**config.mk**
```make
export PLATFORM = sky130hd
export DESIGN_NAME = icsr_top
export DESIGN_NICKNAME = d
export VERILOG_FILES = /design/src/verilog/icsr_pkg.sv /design/src/verilog/icsr_edge_det.sv /design/src/verilog/icsr_top.sv
export SDC_FILE = /design/constraint.sdc
export NUM_CORES = 1
export LEC_CHECK = 0
export BUFFER_PORTS_ARGS = -buffer_cell sky130_fd_sc_hd__buf_2
export CORE_MARGIN = 8
export CORE_UTILIZATION = 52
export DETAILED_ROUTE_END_ITERATION = 16
export HOLD_SLACK_MARGIN = 0.08
export PLACE_DENSITY = 0.9
export RECOVER_POWER = 100
export SETUP_SLACK_MARGIN = 0.1
export SLEW_MARGIN = 0
export SYNTH_ARGS = -nofsm -noshare
export SYNTH_HDL_FRONTEND = slang
export SYNTH_SLANG_ARGS = --single-unit
```
**constraint.sdc**
```tcl
create_clock -name clk -period 3.2 [get_ports clk]
set_clock_uncertainty 0.1 [all_clocks]
set_input_delay 0.64 -clock clk [delete_from_list [all_inputs] [get_ports clk]]
set_output_delay 0.64 -clock clk [all_outputs]
set_load 0.05 [all_outputs]
```
**src/verilog/icsr_pkg.sv**
```systemverilog
// Package for the interrupt control and status register slice.
// Assumes a 16-bit register port with one-cycle strobes and a single system clock.
package icsr_pkg;

    // ------------------------------------------------------------
    // Register offsets (word index on the register port)
    // ------------------------------------------------------------
    localparam logic [3:0] ICSR_OFS_CTRL2   = 4'h0;
    localparam logic [3:0] ICSR_OFS_SOFT    = 4'h1;
    localparam logic [3:0] ICSR_OFS_HARD    = 4'h2;
    localparam logic [3:0] ICSR_OFS_PEND    = 4'h3;

    // ------------------------------------------------------------
    // Field positions
    // ------------------------------------------------------------
    localparam int ICSR_BIT_GLOBAL_EN  = 15;
    localparam int ICSR_BIT_DIS_INSTR  = 14;
    localparam int ICSR_BIT_SW_TRAP_EN = 13;
    localparam int ICSR_BIT_ALTVT   = 8;
    localparam int ICSR_BIT_NVM     = 8;
    localparam int ICSR_BIT_LOOP    = 4;
    localparam int ICSR_BIT_PLL     = 0;
    localparam int ICSR_BIT_SW_HARD = 0;
    localparam int ICSR_LVL_LSB     = 8;
    localparam int ICSR_NUM_EXT     = 3;

    // ------------------------------------------------------------
    // Reset values
    // ------------------------------------------------------------
    localparam logic       ICSR_RST_GLOBAL_EN  = 1'h1;
    localparam logic       ICSR_RST_SW_TRAP_EN = 1'h0;
    localparam logic       ICSR_RST_ALT_TABLE  = 1'h0;
    localparam logic       ICSR_RST_DIS_INSTR  = 1'h0;
    localparam logic       ICSR_RST_FLAG       = 1'h0;
    localparam logic [2:0] ICSR_RST_POL    = 3'h0;
    localparam logic [3:0] ICSR_RST_LEVEL  = 4'h0;
    localparam logic [7:0] ICSR_RST_VECTOR = 8'h00;

    // ------------------------------------------------------------
    // Vector numbers
    // ------------------------------------------------------------
    localparam logic [7:0] ICSR_VEC_OSC_FAIL  = 8'h00;
    localparam logic [7:0] ICSR_VEC_ADDR_ERR  = 8'h01;
    localparam logic [7:0] ICSR_VEC_HARD_TRAP = 8'h02;
    localparam logic [7:0] ICSR_VEC_STACK_ERR = 8'h03;
    localparam logic [7:0] ICSR_VEC_MATH_ERR  = 8'h04;
    localparam logic [7:0] ICSR_VEC_SOFT_ERR  = 8'h06;
    localparam logic [7:0] ICSR_VEC_EXT_IRQ0  = 8'h08;
    localparam logic [7:0] ICSR_VEC_CAPTURE1  = 8'h09;
    localparam logic [7:0] ICSR_VEC_RESERVED  = 8'hFF;
    localparam logic [3:0] ICSR_TRAP_LEVEL    = 4'hF;
    localparam logic [3:0] ICSR_USER_MAX_LVL  = 4'h7;

    // ------------------------------------------------------------
    // Carriers
    // ------------------------------------------------------------
    typedef struct packed {
        logic [3:0]  addr;
        logic [15:0] wdata;
        logic        wr;
        logic        rd;
    } icsr_bus_req_t;

    typedef struct packed {
        logic osc_fail;
        logic addr_err;
        logic hard_sw;
        logic stack_err;
        logic math_err;
        logic nvm_addr_err;
        logic loop_overflow;
        logic pll_unlock;
    } icsr_trap_ev_t;

endpackage : icsr_pkg

```
**src/verilog/icsr_edge_det.sv**
```systemverilog
// Edge detector with selectable polarity for one external interrupt pin.
// Assumes an asynchronous pin; two synchroniser stages precede the detector.
`timescale 1ns/1ps
module icsr_edge_det (
    input  wire logic clk,
    input  wire logic reset,
    input  wire logic pin,
    input  wire logic falling,
    output logic      pulse
);
    logic sync_a;
    logic sync_b;
    logic last;

    always_ff @(posedge clk or posedge reset) begin
        if (reset) begin
            sync_a <= 1'b0;
            sync_b <= 1'b0;
            last   <= 1'b0;
        end else begin
            sync_a <= pin;
            sync_b <= sync_a;
            last   <= sync_b;
        end
    end

    always_ff @(posedge clk or posedge reset) begin
        if (reset) begin
            pulse <= 1'b0;
        end else begin
            pulse <= falling ? (last & ~sync_b) : (~last & sync_b);
        end
    end
endmodule : icsr_edge_det

```
**src/verilog/icsr_top.sv**
```systemverilog
// Interrupt control and status register slice with trap flags and pending vector.
// Assumes the CPU core gives trap events as one-cycle pulses and the user source
// arbitration hands in its winning vector with its assigned priority.
//
// The strobed register port and the register offsets were chosen for this implementation.
`timescale 1ns/1ps

module icsr_top #(
    parameter int NUM_EXT = icsr_pkg::ICSR_NUM_EXT
) (
    input  wire logic                  clk,
    input  wire logic                  reset,
    input  wire icsr_pkg::icsr_bus_req_t bus,
    output logic [15:0]                rdata,
    input  wire logic                  dis_instr_active,
    input  wire icsr_pkg::icsr_trap_ev_t trap_ev,
    input  wire logic [3:0]            cpu_level,
    input  wire logic                  user_req,
    input  wire logic [7:0]            user_vector,
    input  wire logic [3:0]            user_level,
    input  wire logic [NUM_EXT-1:0]    ext_irq_pin,
    output logic [NUM_EXT-1:0]         ext_irq_event,
    output logic                       irq_take,
    output logic                       trap_take,
    output logic [7:0]                 take_vector,
    output logic                       alt_vector_table_select,
    output logic                       software_trap_ctrl
);
    import icsr_pkg::*;

    // ------------------------------------------------------------
    // Parameter check
    // ------------------------------------------------------------
    if (NUM_EXT != ICSR_NUM_EXT) begin : g_bad_num_ext
        $error("icsr_top supports exactly three external inputs");
    end

    // ------------------------------------------------------------
    // Control register
    // ------------------------------------------------------------
    logic                global_irq_enable;
    logic [NUM_EXT-1:0]  ext_pol;
    logic                irq_disable_instr_active;
    logic                wr_ctrl;
    logic                wr_soft;
    logic                wr_hard;

    // Writes to the read-only pending register or to unmapped offsets decode to nothing.
    assign wr_ctrl = bus.wr && (bus.addr == ICSR_OFS_CTRL2);
    assign wr_soft = bus.wr && (bus.addr == ICSR_OFS_SOFT);
    assign wr_hard = bus.wr && (bus.addr == ICSR_OFS_HARD);

    // Each control field sits in a register of its own, loaded only by a control write.
    always_ff @(posedge clk or posedge reset) begin
        if (reset) begin
            global_irq_enable <= ICSR_RST_GLOBAL_EN;
        end else if (wr_ctrl) begin
            global_irq_enable <= bus.wdata[ICSR_BIT_GLOBAL_EN];
        end
    end

    always_ff @(posedge clk or posedge reset) begin
        if (reset) begin
            software_trap_ctrl <= ICSR_RST_SW_TRAP_EN;
        end else if (wr_ctrl) begin
            software_trap_ctrl <= bus.wdata[ICSR_BIT_SW_TRAP_EN];
        end
    end

    always_ff @(posedge clk or posedge reset) begin
        if (reset) begin
            alt_vector_table_select <= ICSR_RST_ALT_TABLE;
        end else if (wr_ctrl) begin
            alt_vector_table_select <= bus.wdata[ICSR_BIT_ALTVT];
        end
    end

    always_ff @(posedge clk or posedge reset) begin
        if (reset) begin
            ext_pol <= ICSR_RST_POL;
        end else if (wr_ctrl) begin
            ext_pol <= bus.wdata[NUM_EXT-1:0];
        end
    end

    // The status bit follows the core one cycle late; user requests see the same copy.
    always_ff @(posedge clk or posedge reset) begin
        if (reset) begin
            irq_disable_instr_active <= ICSR_RST_DIS_INSTR;
        end else begin
            irq_disable_instr_active <= dis_instr_active;
        end
    end

    // ------------------------------------------------------------
    // External interrupt edge detection
    // ------------------------------------------------------------
    // A pin that is held high through reset shows one rising edge just after it.
    for (genvar i = 0; i < NUM_EXT; i++) begin : g_ext
        icsr_edge_det u_edge (
            .clk     (clk),
            .reset   (reset),
            .pin     (ext_irq_pin[i]),
            .falling (ext_pol[i]),
            .pulse   (ext_irq_event[i])
        );
    end

    // ------------------------------------------------------------
    // Sticky trap flags
    // ------------------------------------------------------------
    logic nvm_addr_err_flag;
    logic loop_stack_overflow_flag;
    logic aux_pll_unlock_flag;
    logic sw_hard_trap_flag;
    logic hard_sw_ok;

    // A software hard trap counts only while the software trap control allows it.
    assign hard_sw_ok = trap_ev.hard_sw && software_trap_ctrl;

    // An event in the cycle of a clearing write wins over the clear.
    always_ff @(posedge clk or posedge reset) begin
        if (reset) begin
            nvm_addr_err_flag <= ICSR_RST_FLAG;
        end else begin
            nvm_addr_err_flag <= trap_ev.nvm_addr_err
                || (wr_soft ? bus.wdata[ICSR_BIT_NVM] : nvm_addr_err_flag);
        end
    end

    always_ff @(posedge clk or posedge reset) begin
        if (reset) begin
            loop_stack_overflow_flag <= ICSR_RST_FLAG;
        end else begin
            loop_stack_overflow_flag <= trap_ev.loop_overflow
                || (wr_soft ? bus.wdata[ICSR_BIT_LOOP] : loop_stack_overflow_flag);
        end
    end

    always_ff @(posedge clk or posedge reset) begin
        if (reset) begin
            aux_pll_unlock_flag <= ICSR_RST_FLAG;
        end else begin
            aux_pll_unlock_flag <= trap_ev.pll_unlock
                || (wr_soft ? bus.wdata[ICSR_BIT_PLL] : aux_pll_unlock_flag);
        end
    end

    always_ff @(posedge clk or posedge reset) begin
        if (reset) begin
            sw_hard_trap_flag <= ICSR_RST_FLAG;
        end else begin
            sw_hard_trap_flag <= hard_sw_ok
                || (wr_hard ? bus.wdata[ICSR_BIT_SW_HARD] : sw_hard_trap_flag);
        end
    end

    // ------------------------------------------------------------
    // Trap and interrupt selection
    // ------------------------------------------------------------
    logic       trap_any;
    logic [7:0] trap_vec;
    logic       user_ok;
    logic [7:0] next_vector;
    logic [3:0] next_level;

    // Traps are ranked in a fixed order and always beat a user request.
    always_comb begin
        trap_any = 1'b1;
        trap_vec = ICSR_VEC_SOFT_ERR;
        if (trap_ev.osc_fail) begin
            trap_vec = ICSR_VEC_OSC_FAIL;
        end else if (trap_ev.addr_err) begin
            trap_vec = ICSR_VEC_ADDR_ERR;
        end else if (hard_sw_ok) begin
            trap_vec = ICSR_VEC_HARD_TRAP;
        end else if (trap_ev.stack_err) begin
            trap_vec = ICSR_VEC_STACK_ERR;
        end else if (trap_ev.math_err) begin
            trap_vec = ICSR_VEC_MATH_ERR;
        end else if (trap_ev.nvm_addr_err || trap_ev.loop_overflow || trap_ev.pll_unlock) begin
            trap_vec = ICSR_VEC_SOFT_ERR;
        end else begin
            trap_any = 1'b0;
        end
    end

    // User request must be a peripheral vector, never reserved, and above CPU level.
    assign user_ok = user_req && global_irq_enable && !irq_disable_instr_active
        && (cpu_level <= ICSR_USER_MAX_LVL)
        && (user_vector >= ICSR_VEC_EXT_IRQ0)
        && (user_vector != ICSR_VEC_RESERVED)
        && (user_level > cpu_level);

    // With nothing selected the latch holds, so these defaults never load.
    always_comb begin
        next_vector = ICSR_RST_VECTOR;
        next_level  = ICSR_RST_LEVEL;
        if (trap_any) begin
            next_vector = trap_vec;
            next_level  = ICSR_TRAP_LEVEL;
        end else if (user_ok) begin
            next_vector = user_vector;
            next_level  = user_level;
        end
    end

    // ------------------------------------------------------------
    // Pending vector and level latch
    // ------------------------------------------------------------
    logic [7:0] pending_vector_number;
    logic [3:0] new_priority_level;

    // Take outputs follow the selection one cycle late and stay high for as long as a request stays valid.
    always_ff @(posedge clk or posedge reset) begin
        if (reset) begin
            irq_take  <= 1'b0;
            trap_take <= 1'b0;
        end else begin
            irq_take  <= user_ok && !trap_any;
            trap_take <= trap_any;
        end
    end

    // Vector and level load together so that software never reads a mixed pair.
    always_ff @(posedge clk or posedge reset) begin
        if (reset) begin
            pending_vector_number <= ICSR_RST_VECTOR;
            new_priority_level    <= ICSR_RST_LEVEL;
            take_vector           <= ICSR_RST_VECTOR;
        end else if (trap_any || user_ok) begin
            pending_vector_number <= next_vector;
            new_priority_level    <= next_level;
            take_vector           <= next_vector;
        end
    end

    // ------------------------------------------------------------
    // Register read port
    // ------------------------------------------------------------
    // Read data stand only in the cycle after the read strobe and are zero otherwise.
    logic [15:0] next_rdata;

    always_comb begin
        next_rdata = 16'h0000;
        case (bus.addr)
            ICSR_OFS_CTRL2: begin
                next_rdata[ICSR_BIT_GLOBAL_EN]  = global_irq_enable;
                next_rdata[ICSR_BIT_DIS_INSTR]  = irq_disable_instr_active;
                next_rdata[ICSR_BIT_SW_TRAP_EN] = software_trap_ctrl;
                next_rdata[ICSR_BIT_ALTVT]  = alt_vector_table_select;
                next_rdata[NUM_EXT-1:0]     = ext_pol;
            end
            ICSR_OFS_SOFT: begin
                next_rdata[ICSR_BIT_NVM]  = nvm_addr_err_flag;
                next_rdata[ICSR_BIT_LOOP] = loop_stack_overflow_flag;
                next_rdata[ICSR_BIT_PLL]  = aux_pll_unlock_flag;
            end
            ICSR_OFS_HARD: begin
                next_rdata[ICSR_BIT_SW_HARD] = sw_hard_trap_flag;
            end
            ICSR_OFS_PEND: begin
                next_rdata[ICSR_LVL_LSB +: 4] = new_priority_level;
                next_rdata[7:0]               = pending_vector_number;
            end
            default: begin
                next_rdata = 16'h0000;
            end
        endcase
    end

    always_ff @(posedge clk or posedge reset) begin
        if (reset) begin
            rdata <= 16'h0000;
        end else if (bus.rd) begin
            rdata <= next_rdata;
        end else begin
            rdata <= 16'h0000;
        end
    end
endmodule : icsr_top

```
==> results of run 1 <==
## cells in the final DEF, fill, tap and decap left out, types with 2 or more instances in the layout
master and n:
dfrtp_1 51, buf_2 41, clkbuf_1 33, nand3_1 12
inv_1 11, o21ai_0 11, a21oi_1 10, nor2_1 9
nand2_1 8, and2_0 6, and2_1 6, mux2_2 6
clkbuf_8 6, nand4_1 5, nand3b_1 5, o21ai_1 4
ha_1 4, nor3_1 3, a211o_1 3, nand2b_1 3
o211ai_1 2, and3_1 2, mux2i_1 2, a22o_1 2
## cells in the mapped netlist (all sizes together), types with 2 or more instances
| master | n |
|---|---|
| nand3b | 5 |
| o21ai | 15 |
| nand2b | 3 |
| and3 | 2 |
| clkbuf | 5 |
| and2 | 12 |
| a22o | 2 |
| mux2 | 7 |
| inv | 11 |
| nand2 | 8 |
| a21oi | 10 |
| ha | 4 |
| o211ai | 2 |
| nor3 | 3 |
| nand4 | 5 |
| nor2 | 9 |
| a211o | 3 |
| nand3 | 12 |
| dfrtp | 51 |
| buf | 7 |
| mux2i | 2 |
## per-layer routing
metal / share of wire (%) / global-route usage [%] / wire length [um] / up-vias
li1: - / - / - / 800
met1: 43 / 19.6 / 2170 / 763
met2: 47 / 25.3 / 2360 / 59
met3: 8.2 / 6.18 / 415 / 8
met4: 1.8 / 5.54 / 93 / 0
met5: 0 / 0 / 0 / -
## power breakdown
group	internal, W	switching [W]
Clock	0.000176	0.000207
Combinational	0.0000632	0.000135
Sequential	0.000694	0.0000245
Total	0.000934	0.000366
## area by class of cell
| type | count | area, um^2 | area share [%] |
|---|---|---|---|
| Tap cell | 50 | 62.6 | 2.42 |
| Inverter | 11 | 41.3 | 1.60 |
| Timing Repair Buffer | 74 | 333 | 12.9 |
| Clock buffer | 7 | 86.3 | 3.34 |
| Multi-Input combinational cell | 116 | 754 | 29.2 |
| Clock inverter | 1 | 7.51 | 0.290 |
| Sequential cell | 52 | 1300 | 50.3 |
## worst max-delay path, cell delays in order
cell and delay, ns:
buf_2 0.08, inv_1 0.04, ha_1 0.31, nand4_1 0.11
o211ai_1 0.11, a21oi_1 0.62, nand3_1 0.17, a31oi_1 0.21
## logic make-up (layout without fill, tap and decap cells)
logic type / Yosys count / after routing / synth area share [%]
simple gates: 63 / 63 / 16.6
flops: 52 / 52 / 59.4
compound gates: 38 / 38 / 10.5
buf+inv: 23 / 93 / 5.48
mux: 10 / 10 / 5.54
fa+ha+maj: 4 / 4 / 2.28
other cells: 1 / 1 / 0.171
## state kept, by name, indices dropped and copies added (netlist names)
signal,cells
trap_take,1
sw_hard_trap_flag,1
g_ext.u_edge.sync_b,3
aux_pll_unlock_flag,1
new_priority_level,4
g_ext.u_edge.last,3
g_ext.u_edge.pulse,3
pending_vector_number,8
loop_stack_overflow_flag,1
irq_take,1
global_irq_enable,1
irq_disable_instr_active,1
nvm_addr_err_flag,1
g_ext.u_edge.sync_a,3
alt_vector_table_select,1
rdata,15
ext_pol,3
software_trap_ctrl,1
## per-stage QoR
step	total power [W]	hold slack, ns	setup WS (ns)
final	0.00130	0.255	1.03
after global routing	0.00136	0.262	0.651
after CTS	0.00132	0.255	1.04
after detailed placement	0.000937	0.235	0.755
after global placement	0.000929	0.233	0.782
after floorplan	0.000874	0.231	1.20
## worst max path at each step
stage	startpoint	end	cells past startpoint
floorplan	reset	alt_vector_table_select	1
global placement	cpu_level[3]	pending_vector_number[2]	8
detailed placement	cpu_level[3]	pending_vector_number[2]	8
CTS	cpu_level[3]	pending_vector_number[2]	8
global route	reset	pending_vector_number[5]	2
finish	cpu_level[3]	pending_vector_number[2]	8
==> run_results.csv, run 1 <==
group,metric,value,unit
routing,ant_nets,0,
min_path,hold_start,"g_ext[0].u_edge.sync_a",
die,boundaryPins,84,
outcome,outcome,"complete, but fails checks",
synthesis,netlist.area_leader.share,58.2,%
synthesis,synth_area_leaders,"dfrtp_1 58%, mux2_2 3.6%, and2_1 3.4%",
grt,grt_max_degree,53,
final_layout,n_antenna_cell,0,
synthesis,yosysSeqAreaShare,59.4,%
pwr,ir_worst_vdd,0.000338,V
final_layout,fin_util,64.2,%
synthesis,avgSynthCellArea,11.5,um^2
timing,rsz0062_at_grt,"no",
synthesis,async_flop_share,100,%
routing,totalWireLength,5030,um
clock_tree,cts_hold_buf,0,
clock_tree,clkSinkCount,52,
grt,grt-ovfl-total,0,
min_path,hold_depth,0,
routing,via_per_inst,5.24,
critical_path,regToRegEndpoint,"pending_vector_number[2]",
synthesis,synth-edff-count,0,
clock_tree,post-cts-setup-buffers,0,
critical_path,crit_type,"in2reg",
timing,setup-tns-final,0,ns
timing,slew_headroom,-23.5,%
die,die_area,6550,um^2
synthesis,ys_ff_latch,52,
critical_path,reg2reg_slack,1.16,ns
clock_tree,path_clk_slew,0.09,ns
grt,grt_pass1_wl,8080,um
final_layout,final_area,2590,um^2
die,num_rows,23,
critical_path,crit_fanout,11,
final_layout,num-fill-cells,351,
final_layout,drive_gt1_share,21.8,%
timing,fin_crit,2.17,ns
timing,slew_viol_final,53,
timing,worst_slew_pin_slew,1.85,ns
placed_design,place_congestion,0.870,
min_path,hold_end,"g_ext[0].u_edge.sync_b",
grt,antenna_found_initial,0,
synthesis,synth_area,2190,um^2
die,start_util,54.4,%
placed_design,dp_hpwl,3790,um
critical_path,arrival,2.29,ns
die,core-area,4030,um^2
clock_tree,clk_latency,0.30,ns
routing,first_pass_iters,6,
final_layout,instances_no_fill,311,
clock_tree,cts_inserted_buffers,5,
final_layout,syn_to_final_growth,18.0,%
critical_path,r2r_start,"global_irq_enable",
routing,drt-initial-drc-count,65,
placed_design,port_buffers,73,
timing,clock.fmax,0.460,GHz
critical_path,endpoint_kind,"register",
clock_tree,htree_levels,2,
clock_tree,cts_root_buffer,"clkbuf_8",
final_layout,fin_nets,317,
timing,layout_worst_path_cycle_share,67.9,%
synthesis,syn_nets,248,
pwr,cellPowerDensity,502,nW/um^2
job,maxCapViolCount,1,
clock_tree,cts_buffer_depth,2,
synthesis,yosysTopAreaCell,"dfrtp_1",
placed_design,placed_area,2550,um^2
clock_tree,cts_tree,"yes",
critical_path,cp-start-kind,"input pin",
routing,vias,1630,
placed_design,place_inst,303,
synthesis,synthFlopType,"dfrtp_1",
die,fp.dieW,80.9,um
synthesis,synthCells,191,
synthesis,yosysWarnings,0,
grt,first_global_vias,1735,
timing,setup_viol,0,
outcome,violations,"capacitance limit, slew limit",
timing,final_hold_viol_count,0,
die,die_h,80.9,um
routing,wl_per_cell,16.2,um
min_path,hp-class,"reg2reg",
synthesis,synth.distinct_cells,37,
clock_tree,cts_resized,0,
pwr,p_leak,1.17,nW
routing,route.detailed.drc,0,
grt,grt_usage,16.0,%
critical_path,cp.required,3.32,ns
critical_path,reg2regPathDepth,5,
Power figures use the tool's default switching activity.
==> inputs of run 2 (changes only) <==
--- a/config.mk
+++ b/config.mk
@@ -7,10 +7,10 @@
 export LEC_CHECK = 0
 export BUFFER_PORTS_ARGS = -buffer_cell sky130_fd_sc_hd__buf_2
 export CORE_MARGIN = 8
-export CORE_UTILIZATION = 52
+export CORE_UTILIZATION = 43
 export DETAILED_ROUTE_END_ITERATION = 16
 export HOLD_SLACK_MARGIN = 0.08
-export PLACE_DENSITY = 0.9
+export PLACE_DENSITY = 0.8
 export RECOVER_POWER = 100
 export SETUP_SLACK_MARGIN = 0.1
 export SLEW_MARGIN = 0
==> constraint.sdc (replaced) <==
create_clock -name clk -period 1.9 [get_ports clk]
set_clock_uncertainty 0.1 [all_clocks]
set_input_delay 0.38 -clock clk [delete_from_list [all_inputs] [get_ports clk]]
set_output_delay 0.38 -clock clk [all_outputs]
set_load 0.05 [all_outputs]
==> run_results.csv, run 2 (synthesis gave the netlist of run 1 again) <==
group,metric,value,unit
timing,fin_crit,1.75,ns
critical_path,reg2reg_slack,0.17,ns
die,fp.dieW,87.4,um
routing,first_pass_iters,4,
timing,setup-tns-final,0,ns
final_layout,regMostFlops,"rdata",
grt,grt_usage,14.5,%
critical_path,cp.required,1.42,ns
timing,layout_worst_path_cycle_share,91.9,%
die,core-area,5010,um^2
routing,met3WireLength,409,um
final_layout,top_regs,"rdata (15), pending_vector_number (8), new_priority_level (4)",
pwr,cellPowerDensity,800,nW/um^2
routing,vias,1695,
grt,grt_max_degree,34,
final_layout,drive_gt1_share,25.0,%
routing,top_layer_used,"met4",
clock_tree,htree_levels,2,
timing,rsz0062_at_grt,"yes",
critical_path,crit_type,"reg2out",
routing,via_per_inst,4.96,
die,num_rows,26,
clock_tree,path_clk_slew,0.09,ns
placed_design,place_congestion,0.859,
die,boundaryPins,84,
final_layout,layout_common_cells,"51 x dfrtp_1, 43 x buf_2, 32 x clkbuf_1",
pwr,total_power,0.00219,W
final_layout,fin_nets,328,
die,die_h,87.4,um
timing,slew_viol_final,0,
routing,wl_per_cell,15.1,um
grt,grt-ovfl-total,0,
placed_design,port_buffers,73,
pwr,p_leak,1.23,nW
timing,worst_slew_pin_slew,0.745,ns
placed_design,dp_hpwl,4050,um
placed_design,place_inst,329,
final_layout,fin_util,54.6,%
routing,route.detailed.drc,0,
routing,wl_met2,2520,um
outcome,outcome,"finished, final reports clean",
min_path,hold_depth,2,
die,start_util,43.8,%
routing,ant_nets,0,
routing,totalWireLength,5170,um
clock_tree,cts_buffer_depth,2,
min_path,hp-class,"in2reg",
final_layout,largest_reg_flops,15,
timing,slew_headroom,50.3,%
clock_tree,post-cts-setup-buffers,0,
final_layout,instances_no_fill,342,
grt,first_global_vias,1782,
critical_path,cp-start-kind,"register",
critical_path,arrival,1.27,ns
timing,final_hold_viol_count,0,
pwr,ir_worst_vdd,0.000480,V
final_layout,syn_to_final_growth,24.8,%
critical_path,crit_fanout,4,
clock_tree,cts_inserted_buffers,5,
clock_tree,clkSinkCount,52,
die,die_area,7640,um^2
routing,drt-initial-drc-count,102,
final_layout,final_common_cell,"dfrtp_1",
timing,clock.fmax,0.573,GHz
timing,setup_viol,0,
final_layout,n_antenna_cell,0,
critical_path,reg2regPathDepth,5,
clock_tree,cts_root_buffer,"clkbuf_8",
grt,antenna_found_initial,0,
critical_path,endpoint_kind,"output pin",
grt,grt_pass1_wl,8470,um
clock_tree,cts_tree,"yes",
timing,hold_ws,0.201,ns
job,maxCapViolCount,0,
clock_tree,clk_latency,0.31,ns
routing,drt-met1-wl,2130,um
==> run 2: worst max-delay path, cell delays in order, from the launching register on <==
cell,delay (ns)
dfrtp_1,0.36
buf_4,0.13
clkbuf_1,0.48
==> run 2: final timing paths <==
check | startpoint | end
worst min register to register | g_ext[2].u_edge.sync_a | g_ext[2].u_edge.sync_b
min in group asynchronous | reset | g_ext[1].u_edge.last
worst max register to register | global_irq_enable | new_priority_level[0]
worst max-delay path | software_trap_ctrl | software_trap_ctrl
worst min-delay path | bus[3] | ext_pol[1]
max in group asynchronous | reset | rdata[3]
==> run 2: cell type report <==
cell class	count	area, um^2
fillers	471	2270
flip-flops and latches	52	1300
multi-input cells	116	777
repair buffers	85	443
well taps	70	87.6
clock buffers	6	72.6
inverters	11	41.3
clock inverters	2	12.5
==> run 2: layer usage <==
layer  track usage (%)  vias up
li1                  -      823
met1              16.5      799
met2              24.0       62
met3              4.43       11
met4              7.03        0
met5                 0        -
==> run 2: what timing repair did <==
item	4_1_cts	5_1_grt
hold buffers	5	0
resized for setup	0	3
hold endpoints to repair	22	0
setup endpoints to repair	0	8
==> run 2: through the flow <==
stage | worst slack [ns] | instance area [um^2]
3_3_place_gp | -0.00794 | 2640
4_1_cts | 0.115 | 2780
6_report | 0.154 | 2740
3_5_place_dp | -0.0722 | 2640
5_1_grt | 0.0581 | 2740
2_1_floorplan | 0.164 | 2190
==> run 2: where the power goes <==
| part | leakage (nW) | switching [W] | internal (W) | total (W) |
|---|---|---|---|---|
| logic | 0.552 | 0.000240 | 0.000136 | 0.000376 |
| registers | 0.638 | 0.0000361 | 0.00117 | 0.00120 |
| clock network | 0.0412 | 0.000352 | 0.000258 | 0.000610 |
==> inputs of run 3 (changes only) <==
--- a/config.mk
+++ b/config.mk
@@ -10,7 +10,7 @@
 export CORE_UTILIZATION = 43
 export DETAILED_ROUTE_END_ITERATION = 16
 export HOLD_SLACK_MARGIN = 0.08
-export PLACE_DENSITY = 0.8
+export PLACE_DENSITY = 0.79
 export RECOVER_POWER = 100
 export SETUP_SLACK_MARGIN = 0.1
 export SLEW_MARGIN = 0
==> run_results.csv, run 3 (synthesis gave the netlist of run 1 again) <==
group,metric,value,unit
timing,slew_viol_final,0,
final_layout,fin_nets,329,
timing,finalWorstSetupSlack,0.144,ns
clock_tree,path_clk_slew,0.10,ns
critical_path,arrival,1.83,ns
pwr,ir_worst_vdd,0.000525,V
timing,setup_viol,0,
timing,clock.fmax,0.570,GHz
die,die_area,7640,um^2
routing,ant_nets,0,
die,fp.dieW,87.4,um
placed_design,port_buffers,73,
timing,layout_worst_path_cycle_share,92.4,%
die,start_util,43.8,%
critical_path,cp_top_family,"compound AO/OA/AOI/OAI gates",
timing,fin_crit,1.76,ns
clock_tree,clkSinkCount,52,
timing,slew_headroom,47.8,%
clock_tree,htree_levels,2,
timing,final_hold_viol_count,0,
placed_design,pre_cts_ws,0.00260,ns
routing,via_per_inst,5.00,
die,boundaryPins,84,
grt,grt_usage,14.1,%
placed_design,placed_area,2650,um^2
final_layout,n_antenna_cell,0,
pwr,p_leak,1.26,nW
final_layout,layout_common_cells,"51 x dfrtp_1, 43 x buf_2, 31 x clkbuf_1",
critical_path,endpoint_kind,"register",
timing,rsz0062_at_grt,"yes",
pwr,cellPowerDensity,858,nW/um^2
final_layout,regMostFlops,"rdata",
critical_path,r2r_start,"global_irq_enable",
critical_path,crit_path_top_delay_cell,"dfstp_2",
grt,grt-ovfl-total,0,
routing,drt-initial-drc-count,108,
routing,route.detailed.drc,0,
die,num_rows,26,
critical_path,path_cells,"and4bb_1 -> o211ai_1 -> a21o_1 -> o21ai_0 -> o311ai_1",
routing,wl_per_cell,15.4,um
min_path,hold_start,"bus[17]",
grt,grt_pass1_wl,8360,um
critical_path,reg2reg_slack,0.14,ns
critical_path,crit_type,"reg2reg",
clock_tree,cts_buffer_depth,2,
timing,setup-tns-final,0,ns
grt,first_global_vias,1723,
min_path,hold_depth,2,
critical_path,worstPathBufferInverterCount,0,
critical_path,cp.required,1.98,ns
critical_path,slowest_delay,0.54,ns
placed_design,place_congestion,0.866,
routing,vias,1714,
final_layout,syn_to_final_growth,27.0,%
min_path,hold_end,"global_irq_enable",
min_path,hp-class,"in2reg",
final_layout,largest_reg_flops,15,
grt,grt_max_degree,34,
routing,totalWireLength,5280,um
clock_tree,clk_latency,0.31,ns
final_layout,top_regs,"rdata (15), pending_vector_number (8), new_priority_level (4)",
critical_path,crit_fanout,13,
critical_path,regToRegEndpoint,"new_priority_level[0]",
clock_tree,post-cts-setup-buffers,0,
routing,first_pass_iters,4,
die,core-area,5010,um^2
final_layout,fin_util,55.6,%
outcome,outcome,"finished, final reports clean",
die,die_h,87.4,um
critical_path,reg2regPathDepth,5,
final_layout,final_common_cell,"dfrtp_1",
final_layout,final_area,2780,um^2
timing,worst_slew_pin_slew,0.782,ns
clock_tree,cts_root_buffer,"clkbuf_8",
job,maxCapViolCount,0,
critical_path,cp-start-kind,"register",
final_layout,drive_gt1_share,25.3,%
grt,antenna_found_initial,0,
clock_tree,cts_inserted_buffers,5,
placed_design,dp_hpwl,4040,um
clock_tree,cts_tree,"yes",
-- run 3: cell count changes in the layout (fill, tap and decap cells not counted), sizes merged --
| cell | change |
|---|---|
| buf | +1 |
| bufinv | +1 |
| clkinvlp | -1 |
-- run 3: how the worst max path moves through the flow --
| stage | from | endpoint | slack, ns | cells after the start |
|---|---|---|---|---|
| floorplan | reset | alt_vector_table_select | 0.16 | 1 |
| global placement | cpu_level[3] | pending_vector_number[0] | 0.02 | 8 |
| detailed placement | cpu_level[3] | pending_vector_number[0] | 0.003 | 8 |
| CTS | global_irq_enable | pending_vector_number[0] | 0.13 | 5 |
| global route | global_irq_enable | pending_vector_number[2] | 0.05 | 5 |
| finish | global_irq_enable | new_priority_level[0] | 0.14 | 5 |
-- run 3: layout make-up --
type,count,area (um^2)
timing repair buffer,86,459
tap,70,87.6
clock buffer,6,82.6
clock inverter,2,38.8
sequential,52,1300
fill,472,2230
multi-input combinational,116,772
inverter,11,41.3
-- run 3: repair_timing --
item,in CTS,in global routing
resized for setup,0,2
endpoints found under the setup margin,0,5
endpoints found under the hold margin,22,0
hold buffers,5,0
-- run 3: metal layers --
| layer | track usage (%) | up-vias | part of all wire (%) |
|---|---|---|---|
| li1 | - | 829 | - |
| met1 | 17.0 | 815 | 40 |
| met2 | 22.8 | 64 | 50 |
| met3 | 4.25 | 6 | 8.2 |
| met4 | 6.09 | 0 | 1.7 |
| met5 | 0 | - | 0 |
-- run 3: worst register-to-register path: stages (launching register included) --
cell	delay, ns
dfstp_2	0.54
and4bb_1	0.23
o211ai_1	0.13
a21o_1	0.31
o21ai_0	0.21
o311ai_1	0.11
-- run 3: stage by stage --
| step | cells | hold slack, ns | total power, W |
|---|---|---|---|
| 2_1_floorplan | 191 | 0.231 | 0.00147 |
| 3_3_place_gp | 330 | 0.233 | 0.00160 |
| 3_5_place_dp | 330 | 0.235 | 0.00161 |
| 4_1_cts | 343 | 0.189 | 0.00242 |
| 5_1_grt | 343 | 0.195 | 0.00250 |
| 6_report | 343 | 0.199 | 0.00239 |
-- run 3: report_power, final --
part	internal, W	switching (W)	total [W]
logic	0.000140	0.000240	0.000380
registers	0.00117	0.0000372	0.00121
clock network	0.000431	0.000370	0.000801
total	0.00174	0.000647	0.00239
